## src/wdtc_pkg.sv

```systemverilog
// Package for the watchdog timeout control block: register layout, reset values, timing.
// Assumes a single 25 MHz core clock and a 32.768 kHz tick strobe from the crystal domain.
package wdtc_pkg;
  // Control register bit positions
  localparam int unsigned WDTC_SEL_MSB = 7;
  localparam int unsigned WDTC_SEL_LSB = 4;
  localparam int unsigned WDTC_RESP_BIT = 3;
  localparam int unsigned WDTC_FLAG_BIT = 2;
  localparam int unsigned WDTC_RUN_BIT = 1;
  localparam int unsigned WDTC_UNLOCK_BIT = 0;
  localparam logic [7:0] WDTC_CTRL_RESET = 8'h00;
  // Select codes
  localparam logic [3:0] WDTC_SEL_MAX_PERIOD = 4'h7;
  localparam logic [3:0] WDTC_SEL_IMMEDIATE = 4'h8;
  // Base period is 512 ticks of the 32 kHz clock
  localparam int unsigned WDTC_BASE_TICKS_LOG2 = 9;
  localparam int unsigned WDTC_CNT_W = 17;
  localparam logic [WDTC_CNT_W-1:0] WDTC_CNT_ZERO = 17'h00000;
  localparam logic [WDTC_CNT_W-1:0] WDTC_CNT_ONE = 17'h00001;
  // Control register fields
  typedef struct packed {
    logic [3:0] timeout_select;
    logic timeout_response_select;
    logic timeout_occurred_flag;
    logic watchdog_run_refresh;
    logic control_write_unlock;
  } wdtc_ctrl_type;
  // Special function register access bundle
  typedef struct packed {
    logic wr;
    logic [7:0] wdata;
    logic instr_end;
  } wdtc_sfr_type;
endpackage

```

## src/wdtc_period.sv

```systemverilog
// Terminal count lookup for the watchdog prescale code.
// Uses only the low three bits of the code; the caller passes the full select and counts only for codes 0..7.
`timescale 1ns/1ps
`default_nettype none
module wdtc_period
  import wdtc_pkg::*;
(
  // Clock and reset
  input wire logic i_clk,
  input wire logic i_reset_n,
  // Code in, count out
  input wire logic [3:0] i_code,
  output logic [WDTC_CNT_W-1:0] o_limit
);
  logic [WDTC_CNT_W-1:0] limit_r;
  logic [WDTC_CNT_W-1:0] limit_nxt;
  always_comb begin
    // Registered so the shifter stays off the counter compare path
    limit_nxt = WDTC_CNT_ONE << (WDTC_BASE_TICKS_LOG2 + 32'(i_code[2:0])); // RQ8
  end
  always_ff @(posedge i_clk) begin
    if (!i_reset_n) begin
      limit_r <= WDTC_CNT_ZERO;
    end else begin
      limit_r <= limit_nxt;
    end
  end
  assign o_limit = limit_r;
endmodule
`default_nettype wire

```

## src/wdtc_core.sv

```systemverilog
// Watchdog timeout control: control register, 32 kHz tick counter, expiry response.
// Assumes the core flags the end of each instruction and drives the SFR write strobe.
// Summary of operation
// RQ1: Codes 4..7 give 250 ms to 2 s; code 8 resets at once; higher reserved.
// RQ2: Response bit set makes expiry interrupt; clear makes expiry reset the system.
// RQ3: Watchdog interrupt ignores the global interrupt mask.
// RQ4: Watchdog interrupt is always high priority, not programmable.
// RQ5: With interrupt response the watchdog repeats as a periodic timer.
// RQ6: Timeout status flag set on every timeout, either response.
// RQ7: Status flag cleared by external reset, kept through watchdog reset.
// RQ8: Period is two to the code times 512 ticks of the 32 kHz clock.
// RQ9: Writing run bit one starts and clears counter; must rewrite each period.
// RQ10: Control write accepted only right after the instruction setting unlock.
`timescale 1ns/1ps
`default_nettype none
module wdtc_core
  import wdtc_pkg::*;
(
  // Clock and reset
  input wire logic i_clk,
  input wire logic i_reset_n,
  // Ticks of the 32.768 kHz clock, one cycle each
  input wire logic i_tick_32k,
  // Special function register port
  input wire wdtc_sfr_type i_sfr,
  output logic [7:0] o_rdata,
  // Responses
  output logic o_wdog_reset,
  output logic o_wdog_irq,
  output logic o_wdog_irq_high_prio
);
  typedef enum logic [1:0] {
    WDTC_IDLE,
    WDTC_ARMED,
    WDTC_WINDOW
  } wdtc_unlock_type;
  typedef struct packed {
    wdtc_ctrl_type ctrl;
    wdtc_unlock_type unlock;
    logic [WDTC_CNT_W-1:0] count;
    logic reset_pulse;
    logic irq_pulse;
    logic limit_fresh;
  } wdtc_state_type;
  wdtc_state_type state_r;
  wdtc_state_type state_nxt;
  logic [WDTC_CNT_W-1:0] limit;
  logic write_ok;
  logic expire;
  wdtc_ctrl_type wctrl;
  logic unlock_req;
  logic refresh;
  logic sel_immediate;
  logic sel_counted;
  logic running;
  logic [WDTC_CNT_W-1:0] count_inc;
  logic count_step;
  logic count_hit;
  logic expire_irq;
  logic expire_reset;
  wdtc_period u_period (
    .i_clk(i_clk),
    .i_reset_n(i_reset_n),
    .i_code(state_r.ctrl.timeout_select),
    .o_limit(limit)
  );
  // Decode of the register bus request
  always_comb begin
    wctrl = wdtc_ctrl_type'(i_sfr.wdata);
    unlock_req = i_sfr.wr && wctrl.control_write_unlock;
    // Write accepted only in the instruction right after the unlock one
    write_ok = i_sfr.wr && (state_r.unlock == WDTC_WINDOW); // RQ10
    refresh = write_ok && wctrl.watchdog_run_refresh; // RQ9
  end
  // Decode of the select code held in the register
  always_comb begin
    sel_immediate = (state_r.ctrl.timeout_select == WDTC_SEL_IMMEDIATE); // RQ1
    sel_counted = (state_r.ctrl.timeout_select <= WDTC_SEL_MAX_PERIOD); // RQ8
    // An accepted write preempts expiry, so a refresh never loses to a same-cycle timeout
    running = state_r.ctrl.watchdog_run_refresh && !write_ok;
  end
  // Tick counter and terminal count compare
  always_comb begin
    count_inc = state_r.count + WDTC_CNT_ONE;
    count_step = running && sel_counted && i_tick_32k;
    // The period register lags a select change by one cycle; compare held off meanwhile
    count_hit = state_r.limit_fresh && (count_inc >= limit); // RQ8
  end
  // Expiry and choice of response; reserved codes never fire
  always_comb begin
    expire = 1'b0;
    if (running && sel_immediate) begin
      expire = 1'b1; // RQ1
    end
    if (count_step && count_hit) begin
      expire = 1'b1; // RQ8
    end
    // Code 8 resets whatever the response bit says
    expire_irq = expire && state_r.ctrl.timeout_response_select && !sel_immediate; // RQ2
    expire_reset = expire && !expire_irq; // RQ2
  end
  // Next state
  always_comb begin
    state_nxt = state_r;
    state_nxt.reset_pulse = expire_reset; // RQ2
    state_nxt.irq_pulse = expire_irq; // RQ5
    unique case (state_r.unlock)
      WDTC_IDLE: begin
        if (unlock_req) begin
          state_nxt.unlock = WDTC_ARMED;
        end
      end
      WDTC_ARMED: begin
        if (i_sfr.instr_end) begin
          state_nxt.unlock = WDTC_WINDOW; // RQ10
        end
      end
      WDTC_WINDOW: begin
        // Any write or the next instruction end closes the window
        if (i_sfr.instr_end || i_sfr.wr) begin
          state_nxt.unlock = WDTC_IDLE; // RQ10
        end
      end
      default: begin
        state_nxt.unlock = WDTC_IDLE;
      end
    endcase
    if (write_ok) begin
      state_nxt.ctrl.timeout_select = wctrl.timeout_select;
      state_nxt.ctrl.timeout_response_select = wctrl.timeout_response_select;
      state_nxt.ctrl.watchdog_run_refresh = wctrl.watchdog_run_refresh;
      // Status is writable so software can clear it after reading the cause
      state_nxt.ctrl.timeout_occurred_flag = wctrl.timeout_occurred_flag;
    end
    if (refresh) begin
      state_nxt.count = WDTC_CNT_ZERO; // RQ9
    end else if (count_step && !count_hit) begin
      state_nxt.count = count_inc; // RQ8
    end
    if (expire) begin
      state_nxt.count = WDTC_CNT_ZERO; // RQ5
      state_nxt.ctrl.timeout_occurred_flag = 1'b1; // RQ6
      if (expire_reset) begin
        state_nxt.ctrl.watchdog_run_refresh = 1'b0; // RQ2
      end
    end
    // Period register follows the select one cycle late
    state_nxt.limit_fresh = (state_nxt.ctrl.timeout_select == state_r.ctrl.timeout_select);
    // Unlock bit is kept as a register copy of the unlock state, set while armed or in the window
    state_nxt.ctrl.control_write_unlock = (state_nxt.unlock != WDTC_IDLE); // RQ10
  end
  always_ff @(posedge i_clk) begin
    // Only the external reset pin reaches here; o_wdog_reset feeds the core, not this block
    if (!i_reset_n) begin
      state_r.ctrl <= wdtc_ctrl_type'(WDTC_CTRL_RESET); // RQ7
      state_r.unlock <= WDTC_IDLE;
      state_r.count <= WDTC_CNT_ZERO;
      state_r.reset_pulse <= 1'b0;
      state_r.irq_pulse <= 1'b0;
      state_r.limit_fresh <= 1'b0;
    end else begin
      state_r <= state_nxt;
    end
  end
  // Unlock bit reads back while the write window is open
  assign o_rdata = state_r.ctrl; // RQ10
  assign o_wdog_reset = state_r.reset_pulse;
  assign o_wdog_irq = state_r.irq_pulse; // RQ3
  assign o_wdog_irq_high_prio = 1'b1; // RQ4
endmodule
`default_nettype wire

```

## config.mk

```make
export PLATFORM = sky130hd
export DESIGN_NAME = wdtc_core
export DESIGN_NICKNAME = d
export VERILOG_FILES = /design/src/wdtc_pkg.sv /design/src/wdtc_period.sv /design/src/wdtc_core.sv
export SDC_FILE = /design/constraint.sdc
export NUM_CORES = 1
export LEC_CHECK = 0
export BUFFER_PORTS_ARGS = -buffer_cell sky130_fd_sc_hd__buf_2
export CAP_MARGIN = 20
export CORE_MARGIN = 5
export CORE_UTILIZATION = 60
export CTS_CLUSTER_DIAMETER = 150
export DETAILED_ROUTE_END_ITERATION = 8
export GPL_TIMING_DRIVEN = 0
export PLACE_DENSITY_LB_ADDON = 0.12
export SLEW_MARGIN = 20
export SYNTH_ARGS = -nofsm -noshare
export SYNTH_HDL_FRONTEND = slang
export SYNTH_SLANG_ARGS = --single-unit
```

## constraint.sdc

```tcl
create_clock -name i_clk -period 5.6 [get_ports i_clk]
set_clock_uncertainty 0.1 [all_clocks]
set_input_delay 0.28 -clock i_clk [delete_from_list [all_inputs] [get_ports i_clk]]
set_output_delay 0.28 -clock i_clk [all_outputs]
set_load 0.005 [all_outputs]
```

# After elaboration in Yosys (flattened, before gate mapping)
# Index checks and enable logic that the tools add are counted.
# op_classes
shift	1
n_bitwise	1
muxes	9
n_reduce_logical	22
addsub	2
magnitude_cmp	2
n_eq_ne	4
# op_table
operator	n
$shl A1 B32 Y17 const A	1
$add A17 B1 Y17 const B	1
$ge A17 B17 Y1	1
$logic_and A1 B1 Y1	13
$mux W2	4
$mux W7	1
$pmux W2 S3	1
$add A4 B3 Y5 const A	1
$eq A4 B4 Y1	1
$eq A4 B4 Y1 const B	1
$le A4 B3 Y1 const B	1
$logic_not A1 Y1	4
$reduce_bool A2 Y1	2
$mux W1	3
$reduce_or A3 Y1	1
$eq A2 B1 Y1 const B	1
$eq A2 B2 Y1 const B	1
$logic_not A2 Y1	1
$logic_or A1 B1 Y1	1
$not A1 Y1	1
# totals
inputBits	13
wordCells	52
output_inout_bits	11
regBits	47

# Longest topological paths before layout
# depth
word_depth	14
ltp_mapped	14
ltp_nobuf	13

# Cells and area by module
# From an unflattened synthesis, not the netlist that was laid out.
# unflattened
hier_cells	281
hier_area_um2	2487.4
# modules_own_cells
mod	instances	cells_each	area_each_um2
wdtc_core	1	242	2006.9
wdtc_period	1	39	480.5

# Worst setup path before layout
# Ideal clock, no wire load.
# synth_path
path_kind	reg2reg
from	register state_r[3] in the netlist's numbering
to	register state_r[17] in the netlist's numbering
period_less_slack_ps	3028
arrival_time_ps	2806
required_ps	5378
path_slack_ps	2572
stages_incl_launch_ff	13
cell_sequence	dfxtp_1 ha_1 nand4_1 nor3_1 nand3_1 xnor2_1 ha_1 o21ai_0 nor2_1 o31a_4 nor3_4 mux2i_1 nor3_2
# synth_between
elab_chain_cells	6
# synth_rtl
item	line_no	rtl
from (decl)	wdtc_core.sv:45	wdtc_state_type state_r;
from (signal assigned)	wdtc_core.sv:162	state_r <= state_nxt;
$add A17 B1 Y17 (*)	wdtc_core.sv:84	count_inc = state_r.count + WDTC_CNT_ONE;
named net count_inc[16]	wdtc_core.sv:56	logic [WDTC_CNT_W-1:0] count_inc;
$ge A17 B17 Y1 (*)	wdtc_core.sv:87	count_hit = state_r.limit_fresh && (count_inc >= limit);
$logic_and A1 B1 Y1 (*)	wdtc_core.sv:87	
$logic_and A1 B1 Y1	wdtc_core.sv:95	if (count_step && count_hit) begin
$mux W1	wdtc_core.sv:95	
$reduce_or A3 Y1 (no source line)	--	
# The timed path passes the listed nets; every way through them passes the cells marked *.
# A chain may end at the register's enable or synchronous reset.

# Worst setup path after layout
# Same ends and word-level chain as after synthesis.

==> out/qor.csv <==
metric,value,unit
status,finished clean,
Core Footprint,0.00429,mm2
Synth Register Bits,47,
synthesized-area fraction occupied by adder cells,0.0955,
CP required,5.69,ns
first-pass iteration count of the detailed router,7,
die height,76.1,um
CP Data Arrival Time,3.65,ns
htree depth,2,
Worst-path clk slew,0.08,ns
Reg2Reg Launch Point,state_r[3]$_SDFFE_PP0P_,
GRT overflow,0,
FF-to-FF End,state_r[17]$_SDFFE_PP0P_,
Routed WL,5000,um
Num Clock Sinks,47,
post-layout minimum cycle time,3.56,ns
Hold Path Class,in2reg,
reg2reg setup slack,2.04,ns
Post-DRT Antenna Nets,0,
Worst-Margin Slew,0.508,ns
post-synthesis mux area share,0.0119,
Post-synth EDFFs,0,
TritonCTS clock tree,done,
critical path endpoint category,flip-flop,
wire per inst,12.6,um
Placed Cells,389,
num ports,24,
critical path launch point,state_r[3]$_SDFFE_PP0P_,
Port Buffers,22,
final net count,377,
Synth Flop Type,dfxtp_1,
"Seq/Total Area, Yosys",0.359,
startpoint types,flip-flop,
Static Leak,1.20,nW
max-slew violation count,0,
peak supply drop,0.163,mV
Clock Path Buffers,2,
Mapped Area,0.00262,mm2
post-route cell area,0.00291,mm2
Post-CTS Hold Fix Bufs,0,
Root Driver,clkbuf_8,
proportion of layout cells with a drive suffix above 1,0.180,
Ys Warns,0,
Initial DRC Count,96,
DIE AREA,0.00579,mm2
Post-Synth XOR/XNOR Area,0.0768,
via density per instance,5.12,
fmax,0.281,GHz
vias in the first global route,1926,
Vias,2031,
dpl hpwl,3740,um
synthesized instance count,308,
Mean Syn Cell Area,8.51,um2
first-pass GRT wire length,8740,um
drt drc,0,
PostCTS Resize Cnt,0,
Netlist cell types,49,
CP max FO,6,
Final Non-Filler Cells,397,
Synth Area in Compound Gates,0.108,
# Max-Cap Violations,0,
Simple-Gate Fraction of Synth Area,0.272,
Synth-to-Final Area Change,10.9,%
die width,76.1,um
"Clk Latency, worst-skew pair",0.30,ns
Initial Utilization,0.610,
number of setup violations in the final report,0,
largest net degree at the start of global routing,15,
Routability Congestion,0.777,
DP Area,0.00282,mm2
total negative slack,0,ns
final hold violation count,0,
CP Capture Point,state_r[17]$_SDFFE_PP0P_,
largest family of logic cells by synthesized area,simple AND/OR/NAND/NOR gates,
Rel. slew slack,0.661,
"crit path setup slack, layout",2.04,ns
Post-CTS Setup Inserts,0,
total track usage,0.182,
Place WS,2.08,ns
Worst R2R Path Depth,12,
kind of critical path,reg2reg,
Row Count,24,
period utilization,0.636,
RSZ-0062 raised after global routing,no,
Worst Hold Depth,3,
CTS Buf Count,5,
pwr/cell area,198,mW/mm2
Async SR Flop Fraction,0,
initial antenna violation count,0,
ANT cells,0,
==> worst min-delay path by stage <==
stage                                        from  slack, ns                       to
final                                    i_sfr[4]       0.12  o_rdata[3]$_SDFFE_PN0P_
after global routing                     i_sfr[4]       0.11  o_rdata[3]$_SDFFE_PN0P_
after CTS                                i_sfr[4]       0.11  o_rdata[3]$_SDFFE_PN0P_
after detailed placement  o_rdata[3]$_SDFFE_PN0P_       0.37  o_rdata[3]$_SDFFE_PN0P_
after global placement    o_rdata[3]$_SDFFE_PN0P_       0.36  o_rdata[3]$_SDFFE_PN0P_
after floorplan                         i_reset_n       0.30  o_rdata[2]$_SDFFE_PN0P_
==> registers in the layout (all words and copies together) (netlist names) <==
| signal | count |
|---|---|
| o_wdog_reset | 1 |
| u_period.o_limit | 17 |
| state_r | 20 |
| o_wdog_irq | 1 |
| o_rdata | 8 |
==> stage by stage <==
| step | hold WS (ns) | utilization | total power, mW |
|---|---|---|---|
| 5_1_grt | 0.114 | 0.677 | 0.605 |
| 2_1_floorplan | 0.297 | - | 0.371 |
| 3_5_place_dp | 0.370 | 0.657 | 0.383 |
| 3_3_place_gp | 0.362 | 0.657 | 0.383 |
| 6_report | 0.122 | 0.677 | 0.575 |
| 4_1_cts | 0.110 | 0.677 | 0.581 |
==> cells in the final DEF, fill, tap and decap left out, drive strengths merged, types with 5 or more instances in the layout <==
cell type / n
and3: 6
and2: 8
clkbuf: 9
a21oi: 25
o21ai: 14
nand2: 43
conb: 9
nor2: 15
buf: 35
dfxtp: 47
nand3: 11
nand4: 5
inv: 22
xnor2: 19
ha: 20
nor3: 19
==> critical path, cell delays in order, from the launching register on <==
cell	delay (ns)
dfxtp_1	0.43
ha_1	0.28
nand4_1	0.25
nor3_1	0.45
nand3_1	0.22
xnor2_1	0.17
ha_1	0.29
o21ai_0	0.08
nor2_1	0.07
o31a_4	0.38
nor3_4	0.37
mux2i_1	0.28
nor3_2	0.07
==> cells in the mapped netlist (2+ instances only) <==
master / count / area, um2
a21oi_1: 24 / 120
and2_1: 8 / 50.1
and3_1: 6 / 37.5
buf_2: 3 / 15.0
buf_4: 9 / 67.6
clkbuf_1: 3 / 11.3
conb_1: 2 / 7.51
dfxtp_1: 47 / 941
ha_1: 20 / 250
inv_1: 22 / 82.6
mux2i_1: 2 / 20.0
nand2_1: 43 / 161
nand3_1: 11 / 55.1
nand4_1: 5 / 31.3
nor2_1: 13 / 48.8
nor2_4: 2 / 22.5
nor2b_1: 2 / 12.5
nor3_1: 15 / 75.1
nor3_2: 3 / 30.0
nor3b_1: 4 / 30.0
nor4b_2: 3 / 45.0
o21ai_0: 13 / 65.1
xnor2_1: 19 / 166
xor2_1: 4 / 35.0
==> cell type report <==
class                           instances  area [um2]
Multi-Input combinational cell        229        1510
Fill cell                             369        1390
Sequential cell                        47         941
Timing Repair Buffer                   22         110
Buffer                                 17         110
Inverter                               22        82.6
Clock buffer                            5        68.8
Tap cell                               52        65.1
Clock inverter                          3        15.0
==> where the power goes <==
group          switching (mW)  leakage [nW]  internal (mW)  total [mW]
Clock                   0.113        0.0477         0.0856       0.199
Sequential            0.00360         0.383          0.340       0.344
Combinational          0.0174         0.774         0.0142      0.0317
Total                   0.135          1.20          0.440       0.575
==> cell families (layout without fill, tap and decap cells) <==
| logic type | count (synthesis) | count (layout) |
|---|---|---|
| xor+xnor | 23 | 23 |
| fa+ha+maj | 20 | 20 |
| buf+inv | 39 | 69 |
| compound gates | 47 | 47 |
| other cells | 2 | 9 |
| mux | 3 | 3 |
| flops | 47 | 47 |
| simple gates | 127 | 127 |
==> routing by layer <==
layer | share of wire | track usage | wire, um
met1 | 0.46 | 0.231 | 2280
met2 | 0.48 | 0.307 | 2400
met3 | 0.049 | 0.0319 | 244
met4 | 0.016 | 0.0682 | 80
met5 | 0 | 0 | 0
No activity file was read; power rests on OpenSTA's default activity.
